[src/usm_regs.svh]
// Constant encodings, reset values and counts of the SPI master transfer.
`ifndef USM_REGS_SVH
`define USM_REGS_SVH
`define USM_MODE_SPI 2'h3
`define USM_LAST_EDGE 4'hF
`define USM_RX_DEPTH 2'h2
`define USM_BYTE_ZERO 8'h00
`define USM_DIV_ZERO 12'h000
`define USM_ONE_ENTRY 2'h1
`define USM_EDGE_ZERO 4'h0
`define USM_RX_EMPTY 2'h0
`endif

[src/usm_pkg.sv]
// Types shared by the SPI master transfer block.
package usm_pkg;
   typedef enum logic [0:0] {
      USM_IDLE = 1'b0,
      USM_SHIFT = 1'b1
   } usm_state_type;

   typedef struct packed {
      usm_state_type st;
      logic [7:0] tx_buf;
      logic tx_buf_full;
      logic [7:0] tx_shift;
      logic [7:0] rx_shift;
      logic [3:0] edge_idx;
      logic [11:0] baud_cnt;
      logic [1:0][7:0] rx_buf;
      logic [1:0] rx_cnt;
      logic tx_complete;
      logic sck;
      logic mosi;
      logic tx_on;
      logic rx_on;
      logic master_on;
      logic rx_ready;
      logic tx_free;
      logic err_flag;
   } usm_core_type;
endpackage

[src/usm_spi_master.sv]
// Serial port data transfer logic running as an SPI master.
// How it works
// - Transmit pin driven as serial data output.
// - Enabled receiver takes serial input pin.
// - Transfer clock pin always the shift clock.
// - Data register write starts each transfer.
// - Buffer loads shifter once shifter is free.
// - Overflow drops newest byte, keeps older ones.
// - Complete and empty flags as normal port.
// - Error flags unused and read zero.
// - Disabling sides behaves as normal port.
// - Transmitter is double buffered.
// - Receiver has one extra buffer level.
// - No write collision flag; writes queue while buffer free.
// - Speed set by divider only.
// - Master only, no slave select.
// - Polarity, phase, order act as SPI.
// - Mode active only when mode select is 11.
// - Shift and sample on opposite edges.
// - Eight bit frames, order selectable.
// - Clock is system over twice divider plus two.
`include "usm_regs.svh"
module usm_spi_master
   import usm_pkg::*;
(
   // Clock, reset and enable.
   input wire logic i_ref_clk,
   input wire logic i_sys_rst,
   input wire logic i_clk_en,
   // Configuration.
   input wire logic [1:0] i_port_mode_select,
   input wire logic i_tx_enable_bit,
   input wire logic i_rx_enable_bit,
   input wire logic i_clock_polarity_bit,
   input wire logic i_clock_phase_bit,
   input wire logic i_bit_order_bit,
   input wire logic [11:0] i_baud_divider,
   // Data register access.
   input wire logic i_data_register_wr,
   input wire logic [7:0] i_data_register_wdata,
   input wire logic i_data_register_rd,
   input wire logic i_tx_complete_clr,
   // Serial pins.
   input wire logic i_serial_in_pin,
   output logic o_serial_out_pin,
   output logic o_serial_out_oe,
   output logic o_transfer_clock_pin,
   output logic o_transfer_clock_oe,
   output logic o_serial_in_used,
   // Data and status.
   output logic [7:0] o_data_register_rdata,
   output logic o_rx_complete_flag,
   output logic o_tx_complete_flag,
   output logic o_tx_buffer_empty_flag,
   output logic o_frame_error_flag,
   output logic o_overrun_flag,
   output logic o_parity_error_flag
);
   usm_core_type r;
   usm_core_type next_r;
   logic tick;
   logic frame_done;
   logic sample_edge;
   logic push;
   logic pop;
   logic [1:0] wr_idx;

   function automatic logic first_bit(input logic [7:0] v, input logic lsb);
      first_bit = lsb ? v[0] : v[7];
   endfunction

   function automatic logic [7:0] shift_out(input logic [7:0] v,
                                            input logic lsb);
      shift_out = lsb ? {1'b0, v[7:1]} : {v[6:0], 1'b0};
   endfunction

   always_comb begin
      next_r = r;
      tick = 1'b0;
      frame_done = 1'b0;
      sample_edge = 1'b0;
      push = 1'b0;
      pop = 1'b0;
      wr_idx = r.rx_cnt;
      if (i_clk_en) begin
         next_r.master_on = (i_port_mode_select == `USM_MODE_SPI);
         // Transmitter stays on until queued data has gone out.
         next_r.tx_on = next_r.master_on && (i_tx_enable_bit ||
            r.st == USM_SHIFT || r.tx_buf_full);
         next_r.rx_on = next_r.master_on && i_rx_enable_bit;
         // A write is queued while the buffer is free, or below in the cycle the shifter takes the buffered byte.
         if (i_data_register_wr && r.master_on && i_tx_enable_bit &&
             !r.tx_buf_full) begin
            next_r.tx_buf = i_data_register_wdata;
            next_r.tx_buf_full = 1'b1;
         end
         if (r.st == USM_SHIFT) begin
            tick = (r.baud_cnt == `USM_DIV_ZERO);
            if (tick) begin
               next_r.baud_cnt = i_baud_divider;
               next_r.sck = ~r.sck;
               next_r.edge_idx = r.edge_idx + 4'h1;
               // Even edges lead; phase picks sample edge.
               sample_edge = (r.edge_idx[0] == i_clock_phase_bit);
               if (sample_edge) begin
                  next_r.rx_shift = i_bit_order_bit ?
                     {i_serial_in_pin, r.rx_shift[7:1]} :
                     {r.rx_shift[6:0], i_serial_in_pin};
               end else if (i_clock_phase_bit) begin
                  next_r.mosi = first_bit(r.tx_shift, i_bit_order_bit);
                  next_r.tx_shift = shift_out(r.tx_shift, i_bit_order_bit);
               end else begin
                  next_r.tx_shift = shift_out(r.tx_shift, i_bit_order_bit);
                  next_r.mosi = first_bit(next_r.tx_shift, i_bit_order_bit);
               end
               if (r.edge_idx == `USM_LAST_EDGE) begin
                  frame_done = 1'b1;
                  next_r.st = USM_IDLE;
                  next_r.sck = i_clock_polarity_bit;
                  if (!r.tx_buf_full) begin
                     next_r.tx_complete = 1'b1;
                  end
                  push = r.rx_on;
               end
            end else begin
               next_r.baud_cnt = r.baud_cnt - 12'h001;
            end
         end else begin
            next_r.sck = i_clock_polarity_bit;
         end
         // Shifter takes the queued byte as soon as it is free.
         if ((r.st == USM_IDLE || frame_done) && r.tx_buf_full &&
             r.master_on) begin
            next_r.st = USM_SHIFT;
            next_r.tx_buf_full = 1'b0;
            next_r.tx_shift = r.tx_buf;
            // Phase 1 keeps the line still here; its leading edge sets it.
            if (!i_clock_phase_bit) begin
               next_r.mosi = first_bit(r.tx_buf, i_bit_order_bit);
            end
            next_r.edge_idx = `USM_EDGE_ZERO;
            next_r.baud_cnt = i_baud_divider;
            next_r.sck = i_clock_polarity_bit;
            if (i_data_register_wr && i_tx_enable_bit) begin
               next_r.tx_buf = i_data_register_wdata;
               next_r.tx_buf_full = 1'b1;
            end
         end
         // Completion set wins over a clear in the same cycle.
         if (i_tx_complete_clr && !(frame_done && !r.tx_buf_full)) begin
            next_r.tx_complete = 1'b0;
         end
         // Receive buffer: head at entry 0; newest byte dropped when full.
         pop = i_data_register_rd && (r.rx_cnt != `USM_RX_EMPTY);
         if (pop) begin
            next_r.rx_buf[0] = r.rx_buf[1];
            wr_idx = r.rx_cnt - `USM_ONE_ENTRY;
         end
         if (push && (r.rx_cnt != `USM_RX_DEPTH || pop)) begin
            next_r.rx_buf[wr_idx[0]] = next_r.rx_shift;
            next_r.rx_cnt = wr_idx + `USM_ONE_ENTRY;
         end else begin
            next_r.rx_cnt = wr_idx;
         end
         // A disabled receiver flushes its buffer.
         if (!r.rx_on) begin
            next_r.rx_cnt = `USM_RX_EMPTY;
         end
         // Status flags are registered from the next state.
         next_r.rx_ready = (next_r.rx_cnt != `USM_RX_EMPTY);
         next_r.tx_free = !next_r.tx_buf_full;
      end
   end

   always_ff @(posedge i_ref_clk) begin
      if (i_sys_rst) begin
         r.st <= USM_IDLE;
         r.tx_buf <= `USM_BYTE_ZERO;
         r.tx_buf_full <= 1'b0;
         r.tx_shift <= `USM_BYTE_ZERO;
         r.rx_shift <= `USM_BYTE_ZERO;
         r.edge_idx <= `USM_EDGE_ZERO;
         r.baud_cnt <= `USM_DIV_ZERO;
         r.rx_buf <= {`USM_BYTE_ZERO, `USM_BYTE_ZERO};
         r.rx_cnt <= `USM_RX_EMPTY;
         r.tx_complete <= 1'b0;
         r.sck <= 1'b0;
         r.mosi <= 1'b1;
         r.tx_on <= 1'b0;
         r.rx_on <= 1'b0;
         r.master_on <= 1'b0;
         r.rx_ready <= 1'b0;
         r.tx_free <= 1'b1;
         r.err_flag <= 1'b0;
      end else begin
         r <= next_r;
      end
   end

   assign o_serial_out_pin = r.mosi;
   assign o_serial_out_oe = r.tx_on;
   assign o_transfer_clock_pin = r.sck;
   assign o_transfer_clock_oe = r.master_on;
   assign o_serial_in_used = r.rx_on;
   assign o_data_register_rdata = r.rx_buf[0];
   assign o_rx_complete_flag = r.rx_ready;
   assign o_tx_complete_flag = r.tx_complete;
   assign o_tx_buffer_empty_flag = r.tx_free;
   // Error flags come from a flip-flop that never leaves zero.
   assign o_frame_error_flag = r.err_flag;
   assign o_overrun_flag = r.err_flag;
   assign o_parity_error_flag = r.err_flag;
endmodule

[config.mk]
export PLATFORM = sky130hd
export DESIGN_NAME = usm_spi_master
export DESIGN_NICKNAME = d
export VERILOG_FILES = /design/src/usm_pkg.sv /design/src/usm_spi_master.sv
export VERILOG_INCLUDE_DIRS = /design/src
export SDC_FILE = /design/constraint.sdc
export NUM_CORES = 1
export LEC_CHECK = 0
export BUFFER_PORTS_ARGS = -buffer_cell sky130_fd_sc_hd__buf_2
export CAP_MARGIN = 20
export CORE_UTILIZATION = 33
export CTS_CLUSTER_DIAMETER = 120
export CTS_CLUSTER_SIZE = 10
export DETAILED_ROUTE_END_ITERATION = 7
export GPL_TIMING_DRIVEN = 1
export SETUP_SLACK_MARGIN = 0.5
export SLEW_MARGIN = 20
export SYNTH_ARGS = -nofsm -noshare
export SYNTH_HDL_FRONTEND = slang
export SYNTH_SLANG_ARGS = --single-unit
[constraint.sdc]
create_clock -name i_ref_clk -period 3.2 [get_ports i_ref_clk]
set_clock_uncertainty 0.1 [all_clocks]
set_input_delay 0.64 -clock i_ref_clk [delete_from_list [all_inputs] [get_ports i_ref_clk]]
set_output_delay 0.64 -clock i_ref_clk [all_outputs]
set_load 0.05 [all_outputs]
## Word-level counts from Yosys, hierarchy flattened

Index checks and enable logic that the tools add are counted.

- Add/subtract/negate cells: 4
- Magnitude comparators: 2
- Eq/ne operators: 9
- Muxes and demuxes: 49
- Bitwise operators: 2
- Reduce and logical (&&, ||, !) cells: 32

Operator list:

| kind | count |
|---|---|
| 2-to-1 mux 32 bit | 2 |
| 2-to-1 mux 8 bit | 8 |
| 2-to-1 mux 18 bit | 2 |
| 2-to-1 mux 1 bit | 22 |
| 2-to-1 mux 20 bit | 1 |
| 2-to-1 mux 9 bit | 2 |
| bitwise mux 16 bit | 1 |
| 2-to-1 mux 16 bit | 1 |
| 2-to-1 mux 2 bit | 7 |
| logical AND 1 bit | 13 |
| logical NOT 12 bit | 1 |
| 2-to-1 mux 12 bit | 1 |
| subtractor 12 x 1 -> 12 bit (second input constant) | 1 |
| nonzero test 2 bit | 5 |
| inequality test 3 x 1 -> 1 bit (second input constant) | 3 |
| demux 8 bit (select 1 bit) | 1 |
| AND reduction 2 bit | 3 |
| AND reduction 5 bit | 1 |
| adder 4 x 1 -> 4 bit (second input constant) | 1 |
| equality test 4 bit (second input constant) | 1 |
| logical OR 1 bit | 4 |
| AND reduction 4 bit | 1 |
| logical NOT 1 bit | 3 |
| 2-to-1 mux 3 bit | 1 |
| other kinds (11) | 12 |

- Register bits after elaboration: 68
- Bits of input ports: 34
- Output and inout bits: 19
- Word-level logic and storage cells: 116

## Longest topological paths before layout

Gate-level depths: netlist of the first run.

- Depth after elaboration: 11
- Mapped depth: 9
- Mapped depth without buffers: 7

## Worst setup path after synthesis of the first run

OpenSTA, ideal clock, no wires.

- Kind: reg2reg
- Start: register r[27] (netlist bit)
- End: register r (netlist bit o_data_register_rdata[0])
- Library setup time: 0.114 ns
- Arrival: 2.296 ns
- Data required time: 2.986 ns
- Slack: 0.690 ns
- Cell stages (with the launch flop): 8
- Path buffers: 0
- Period minus slack after synthesis: 2.510 ns
- Cells stage by stage: dfxtp_1 -> inv_1 -> ha_1 -> or4bb_1 -> nor4_4 -> mux2_2 -> a22o_1 -> a21o_1

- Word-level cells in the longest chain between the ends: 6
- Elaborated cells between the ends (all ways): 10
- Classes of those cells: 8 x mux; 2 x reduce/logical

RTL lines:

| what | line | RTL |
|---|---|---|
| start: declaration | usm_spi_master.sv:59 | `usm_core_type r;` |
| start signal: assignment | usm_spi_master.sv:196 | `r <= next_r;` |
| logical NOT 12 bit (no source line) (*) | -- |  |
| 2-to-1 mux 20 bit / 2-to-1 mux 1 bit (equally long branches) | usm_spi_master.sv:99 | `if (tick) begin` |
| 2-to-1 mux 32 bit / 2-to-1 mux 1 bit (equally long branches) | usm_spi_master.sv:97 | `if (r.st == USM_SHIFT) begin` |
| 2-to-1 mux 32 bit / 2-to-1 mux 1 bit (equally long branches) | usm_spi_master.sv:85 | `if (i_clk_en) begin` |
| bitwise mux 16 bit / logical AND 1 bit (equally long branches) | usm_spi_master.sv:160, usm_spi_master.sv:159 |  |
| 2-to-1 mux 8 bit (*) | usm_spi_master.sv:159 | `` if (push && (r.rx_cnt != `USM_RX_DEPTH \|\| pop)) begin `` |

Every way passes the cells marked *; elsewhere a longest branch is shown, timed or not. The select of a mux whose other input is x is not followed.
A chain may end at the register's enable or synchronous reset.

## Worst setup path in the final report of the first run

- Start: register r[28] (netlist bit)
- End: register r[54] (netlist bit)

- Word-level cells in the longest chain between the ends: 9
- Elaborated cells between the ends (all ways): 13
- Classes of those cells: 3 x eq/ne; 5 x mux; 5 x reduce/logical

RTL lines:

| what | line | RTL |
|---|---|---|
| logical NOT 12 bit (no source line) (*) | -- |  |
| 2-to-1 mux 1 bit | usm_spi_master.sv:99 |  |
| 2-to-1 mux 1 bit | usm_spi_master.sv:97 |  |
| 2-to-1 mux 1 bit | usm_spi_master.sv:85 |  |
| logical OR 1 bit | usm_spi_master.sv:132 | `if ((r.st == USM_IDLE \|\| frame_done) && r.tx_buf_full &&` |
| logical AND 1 bit (2 in series) | usm_spi_master.sv:132 |  |
| inequality test 3 x 2 -> 1 bit (no source line), or another cell as far along | -- |  |
| AND reduction 4 bit (no source line) / 2-to-1 mux 18 bit (equally long branches) | -- |  |

Marked as above.

==> results.yml, run 1 <==
timing:
  rsz0062_at_grt: "no"
  final-setup-viol-count: 0
  holdWs_ps: 348
  worst_slack_ps: 661
  worstMarginPinSlew_ps: 832
  hold_viol: 0
  relSlewSlack_pct: 44.0
  period_needed_ps: 2540
  period_share_pct: 79.3
  setup_tns_ps: 0
  drv_slew: 0
  max_freq_ghz: 0.394
min_path:
  worstHoldEndpoint: "o_data_register_rdata[4]$_SDFFE_PP0P_"
  min_path_cells: 1
  hp-start: "o_data_register_rdata[4]$_SDFFE_PP0P_"
  hold_path_class: "register to register"
setup_path:
  r2r-start: "r[28]$_SDFFE_PP0P_"
  cp_max_fo: 8
  reg2reg_slack_ps: 660
  start_kind: "register"
  crit_type: "register to register"
  rr_endpoint: "r[54]$_SDFFE_PP0P_"
  reg2reg_depth: 7
  critPathArrivalTime_ps: 2640
  critPathRequiredTime_ps: 3300
  end_kind: "register"
cts:
  clock_sinks: 68
  ctsLongestPathBuffers: 2
  clk_pin_slew_ps: 60
  clockRootBuffer: "clkbuf_16"
  htreeDepth: 3
  clk_latency_ps: 340
  cts_buffers: 9
  cts_tree: "yes"
placed_design:
  io_buffers: 49
  gp_congestion: 0.880
  hpwl_um: 7010
  post-place-ws_ps: 502
global_routing:
  grt_max_degree: 46
  grt_pass1_vias: 3247
  gr-total-overflow: 0
  antenna_found_initial: 0
  grt_first_pass_wirelength_um: 15900
  grt_use_total_pct: 17.0
synth:
  synth_area_um2: 3860
  synth_top_cell_by_area: "dfxtp_1"
  syn_inst: 430
  syn_avg_cell_area_um2: 8.98
  synth_warnings: 0
  yosysSeqAreaShare_pct: 35.2
  synth_top_area_share_pct: 35.2
  ys_seq_elements: 68
  synth.top_cells.by_area: "dfxtp_1 35%, mux2i_1 6.7%, mux2_2 6.7%, nor2_1 4.2%, a21oi_1 3.6%"
  synthFlopType: "dfxtp_1"
  synth_edf_count: 0
  ys_async_sr_fraction_pct: 0
  ys_types: 63
pwr:
  peakVddDrop_mv: 0.243
  leakage_nw: 1.81
  p_per_area_nw_per_um2: 440
finish:
  drive_gt1_share_pct: 27.0
  num_antenna_cells: 0
  nets: 510
  fillers: 1196
  area_growth_pct: 18.5
detailed_routing:
  drt_iter0_drc: 152
  avgRoutedWirePerCell_um: 16.0
  drtAntennaViolNets: 0
  drc: 0
  wl_um: 9950
  num_vias: 3452
  avgViaCountPerCell: 5.57
  first_pass_iters: 4
run:
  maxCapViolCount: 0
floorplan:
  core.rowCount: 39
  die_area_um2: 12100
  coreArea_um2: 11400
  io_pins: 53
  start_util_pct: 33.8
  die_x_um: 110
  die_h_um: 110
status:
  outcome: "completed"
## where the power goes
part           internal [mW]  switching [mW]  leakage (nW)
logic                 0.0403          0.0780          1.11
registers              0.851         0.00482         0.549
clock network          0.616           0.423         0.147
## layout by cell type (no fill, tap or decap), drive strengths merged, types with 2 or more instances in the layout
| cell type | n |
|---|---|
| o22ai | 4 |
| mux2i | 26 |
| a22oi | 10 |
| xor2 | 2 |
| o41ai | 3 |
| or3 | 3 |
| a221o | 2 |
| nor2b | 3 |
| a211oi | 13 |
| a2bb2oi | 4 |
| conb | 3 |
| nor4 | 8 |
| nand3 | 10 |
| or4 | 5 |
| inv | 16 |
| mux2 | 23 |
| o31ai | 4 |
| a22o | 9 |
| o32ai | 2 |
| a2111oi | 2 |
| a31oi | 7 |
| a21oi | 29 |
| and3 | 3 |
| a21o | 9 |
| nor3 | 7 |
| nand4 | 7 |
| nand3b | 3 |
| o21ai | 26 |
| clkbuf | 9 |
| buf | 67 |
| dfxtp | 68 |
| nand2 | 21 |
| nor2 | 43 |
| ha | 4 |
| a32o | 2 |
| xnor2 | 3 |
| nand2b | 2 |
## layout make-up
class	count	area (µm²)	area share, %
clock buffers	9	225	4.92
inverters	12	45.0	0.984
clock inverters	7	81.3	1.78
repair buffers	67	397	8.67
well taps	143	179	3.91
flip-flops and latches	68	1360	29.8
multi-input cells	314	2290	50.0
## routing by layer
layer	vias up	wire length [µm]	global-route usage, %
li1	1691	-	-
met1	1658	4640	21.3
met2	80	4670	27.8
met3	23	382	3.53
met4	0	260	7.99
met5	-	0	0
## how the worst max path moves through the flow
stage | end | depth (start not counted) | start
detailed placement | r[56]$_SDFFE_PP0P_ | 7 | r[27]$_SDFFE_PP0P_
floorplan | o_data_register_rdata[0]$_SDFFE_PP0P_ | 7 | r[27]$_SDFFE_PP0P_
finish | r[54]$_SDFFE_PP0P_ | 7 | r[28]$_SDFFE_PP0P_
global route | o_serial_out_pin$_SDFFE_PP1P_ | 8 | r[27]$_SDFFE_PP0P_
CTS | o_data_register_rdata[2]$_SDFFE_PP0P_ | 6 | r[31]$_SDFFE_PP0P_
global placement | o_data_register_rdata[2]$_SDFFE_PP0P_ | 8 | r[27]$_SDFFE_PP0P_
## cell families after synthesis
| kind of cell | count (synthesis) | synth area share, % |
|---|---|---|
| AO/OA/AOI/OAI | 131 | 24.4 |
| XOR/XNOR | 5 | 1.13 |
| adder cells (fa/ha/maj) | 4 | 1.30 |
| buffers and inverters | 50 | 6.64 |
| flip-flops | 68 | 35.2 |
| multiplexers | 50 | 14.0 |
| other | 1 | 0.0971 |
| AND/OR/NAND/NOR | 121 | 17.1 |
## stage by stage
step	cell area (µm²)	util, %	cells	total power [mW]
after floorplan	3870	-	432	0.953
after global placement	4190	36.7	600	0.992
after detailed placement	4190	36.7	600	0.993
after CTS	4500	39.4	616	2.03
after global routing	4580	40.1	620	2.08
final	4580	40.1	620	2.01
## sequential cells by signal (all words and copies together), names as in the netlist
register                count
o_transfer_clock_pin        1
o_rx_complete_flag          1
o_data_register_rdata       8
o_serial_in_used            1
o_tx_buffer_empty_flag      1
o_serial_out_pin            1
o_transfer_clock_oe         1
r                          52
o_tx_complete_flag          1
o_serial_out_oe             1
## worst max-delay path, stage by stage (launching register included)
cell	delay (ps)
dfxtp_1	330
inv_1	80
ha_2	210
or4bb_4	580
or3_4	370
or2_2	390
a22oi_1	250
a211oi_2	100
## what timing repair did
item | in CTS | in global routing
gates resized for setup | 2 | 7
hold endpoints to repair | 0 | 0
gates cloned | 0 | 0
setup endpoints to repair | 7 | 35
pin swaps | 1 | 3
buffers inserted | 0 | 4
hold buffers | 0 | 0
## cell usage after synthesis (4+ instances only)
master	n
dfxtp_1	68
nor2_1	43
a21oi_1	28
mux2i_1	26
o21ai_0	26
mux2_2	23
nand2_1	21
clkbuf_1	18
inv_1	12
a211oi_1	11
buf_4	11
a22oi_1	10
nand3_1	10
a21o_1	9
a22o_1	9
a31oi_1	7
nand4_1	7
nor3_1	7
a2bb2oi_1	4
ha_1	4
nor4_1	4
o22ai_1	4
or4_1	4
(Power assumes the default switching activity.)
==> run 2, diff against run 1 <==
--- a/config.mk
+++ b/config.mk
@@ -6,6 +6,7 @@
 export SDC_FILE = /design/constraint.sdc
 export NUM_CORES = 1
 export LEC_CHECK = 0
+export ABC_AREA = 1
 export BUFFER_PORTS_ARGS = -buffer_cell sky130_fd_sc_hd__buf_2
 export CAP_MARGIN = 20
 export CORE_UTILIZATION = 33
==> constraint.sdc (replaced) <==
create_clock -name i_ref_clk -period 2.45 [get_ports i_ref_clk]
set_clock_uncertainty 0.1 [all_clocks]
set_input_delay 0.49 -clock i_ref_clk [delete_from_list [all_inputs] [get_ports i_ref_clk]]
set_output_delay 0.49 -clock i_ref_clk [all_outputs]
set_load 0.05 [all_outputs]
==> run 2 against run 1 <==
Synthesized cell count increased by 47%; clock power is 28% higher; routed wire length grew 5.2%; combinational power rose by 69%; first-iteration DRC count grew 95%; largest power group unchanged.
==> results.yml, run 2 <==
status:
  outcome: "completed"
timing:
  holdWs_ps: 260
  setup_tns_ps: 0
  hold_viol: 0
  period_share_pct: 79.8
  max_freq_ghz: 0.511
  period_needed_ps: 1960
  worstMarginPinSlew_ps: 761
  final-setup-viol-count: 0
  relSlewSlack_pct: 49.2
  drv_slew: 0
  rsz0062_at_grt: "yes"
placed_design:
  dp_cells: 802
  gp_congestion: 0.802
  hpwl_um: 6900
  io_buffers: 49
  place_area_um2: 4340
synth:
  syn_inst: 630
  yosys-top-cells-count: "162 x nand2_1, 90 x inv_1, 75 x nor2_1"
  synth.top_cells.by_area: "dfxtp_1 34%, nand2_1 15%, inv_1 8.4%, o21ai_0 7.3%, nor2_1 7.0%"
  synth_edf_count: 0
  synth_top_area_share_pct: 33.8
  ys_seq_elements: 68
  synth_area_um2: 4030
  ys_async_sr_fraction_pct: 0
  yosysMostFrequentCell: "nand2_1"
  syn_avg_cell_area_um2: 6.40
  ys_types: 40
  synthFlopType: "dfxtp_1"
  synth_top_cell_by_area: "dfxtp_1"
  synth_warnings: 0
  yosysSeqAreaShare_pct: 33.8
detailed_routing:
  num_vias: 4046
  drc: 0
  first_pass_iters: 4
  wl_um: 10500
  avgRoutedWirePerCell_um: 12.3
  drt_iter0_drc: 297
  avgViaCountPerCell: 4.77
  drtAntennaViolNets: 0
setup_path:
  critPathRequiredTime_ps: 2560
  rr_endpoint: "r[22]$_SDFFE_PP0P_"
  reg2reg_depth: 9
  end_kind: "register"
  crit_type: "register to register"
  cp_max_fo: 8
  r2r-start: "r[27]$_SDFFE_PP0P_"
  critPathArrivalTime_ps: 2070
  start_kind: "register"
  reg2reg_slack_ps: 490
global_routing:
  grt_first_pass_wirelength_um: 17200
  gr-total-overflow: 0
  antenna_found_initial: 0
  grt_pass1_vias: 3673
  grt_use_total_pct: 17.1
  grt_max_degree: 44
run:
  maxCapViolCount: 0
finish:
  largest_register_ffs: 52
  final_common_cell: "nand2_1"
  multi_input_area_um2: 2420
  area_growth_pct: 29.6
  nets: 735
  final_cells: 849
  fin_util_pct: 43.7
  fillers: 1226
  registers.top_by_ff_count: "r"
  drive_gt1_share_pct: 24.9
  layout_common_cells: "144 x nand2_1, 83 x inv_1, 63 x nor2_1, 63 x dfxtp_1, 54 x o21ai_0"
  finalInstanceArea_um2: 5230
  seqCellArea_um2: 1370
  num_antenna_cells: 0
cts:
  cts_buffers: 9
  htreeDepth: 3
  cts_tree: "yes"
  clockRootBuffer: "clkbuf_16"
  clk_pin_slew_ps: 50
  clk_latency_ps: 340
  postCtsHoldBufs: 0
  ctsLongestPathBuffers: 2
  clock_sinks: 68
floorplan:
  die_x_um: 113
  die_area_um2: 12700
  core.rowCount: 40
  coreArea_um2: 12000
  start_util_pct: 33.7
  die_h_um: 113
  io_pins: 53
min_path:
  hp-start: "i_data_register_wdata[5]"
  min_path_cells: 3
  hold_path_class: "primary input to register"
  worstHoldEndpoint: "r[65]$_SDFFE_PP0P_"
pwr:
  p_per_area_nw_per_um2: 509
  peakVddDrop_mv: 0.301
  leakage_nw: 2.39
-- run 2: area by class of cell --
cell class | instances | area share, %
Timing Repair inverter | 1 | 0.144
Clock buffer | 12 | 4.91
Clock inverter | 4 | 0.910
Sequential cell | 68 | 26.2
Tap cell | 147 | 3.52
Timing Repair Buffer | 86 | 11.1
Multi-Input combinational cell | 439 | 46.3
Inverter | 92 | 6.87
-- run 2: worst max-delay path by stage --
stage                            start                                     to  slack (ps)  cells past startpoint
detailed placement  r[27]$_SDFFE_PP0P_                     r[55]$_SDFFE_PP0P_         230                     11
CTS                 r[28]$_SDFFE_PP0P_  o_data_register_rdata[2]$_SDFFE_PP0P_         500                     10
floorplan           r[27]$_SDFFE_PP0P_                     r[53]$_SDFFE_PP0P_         530                     12
global placement    r[27]$_SDFFE_PP0P_          o_serial_out_pin$_SDFFE_PP1P_         270                     11
finish              r[27]$_SDFFE_PP0P_                     r[22]$_SDFFE_PP0P_         490                      9
global route        r[27]$_SDFFE_PP0P_                     r[22]$_SDFFE_PP0P_         380                      9
-- run 2: where the power goes --
part / switching [mW] / internal, mW
registers: 0.0114 / 1.12
clock network: 0.486 / 0.839
logic: 0.138 / 0.0621
-- run 2: per-layer routing --
layer | up-vias | wire (µm) | GRT usage (%)
met5 | - | 0 | 0
met4 | 0 | 96 | 5.33
met3 | 13 | 434 | 5.13
met2 | 59 | 5210 | 29.1
met1 | 1854 | 4720 | 20.6
li1 | 2120 | - | -
-- run 2: kinds of logic (layout without fill, tap and decap cells) --
logic type      after synthesis  count (layout)  share of synthesized area, %
compound gates              113             113                          14.9
xor+xnor                      9               9                          1.96
fa+ha+maj                     4               4                          1.24
buf+inv                     126             195                          13.3
flops                        68              68                          33.8
mux                           1               1                         0.248
other cells                   1               3                        0.0930
simple gates                308             309                          34.5
-- run 2: repair_timing --
action | in CTS | in global routing
setup buffers | 6 | 22
gates resized for setup | 24 | 65
pin swaps | 6 | 30
gates cloned | 1 | 2
setup endpoints to repair | 59 | 56
-- run 2: through the flow --
step                      setup slack (ps)  total power, mW
after global placement                 274             1.35
after detailed placement               227             1.35
final                                  495             2.66
after floorplan                        534             1.29
after global routing                   376             2.77
after CTS                              501             2.69
-- run 2: critical path, stage by stage, from the launching register on --
cell and delay, ps:
dfxtp_2 320, inv_2 80, ha_4 160, nand2_4 70, nor2_8 180, nand3_4 150, nor2_4 280, nand4_4 250
nor2_2 180, nor3b_2 60
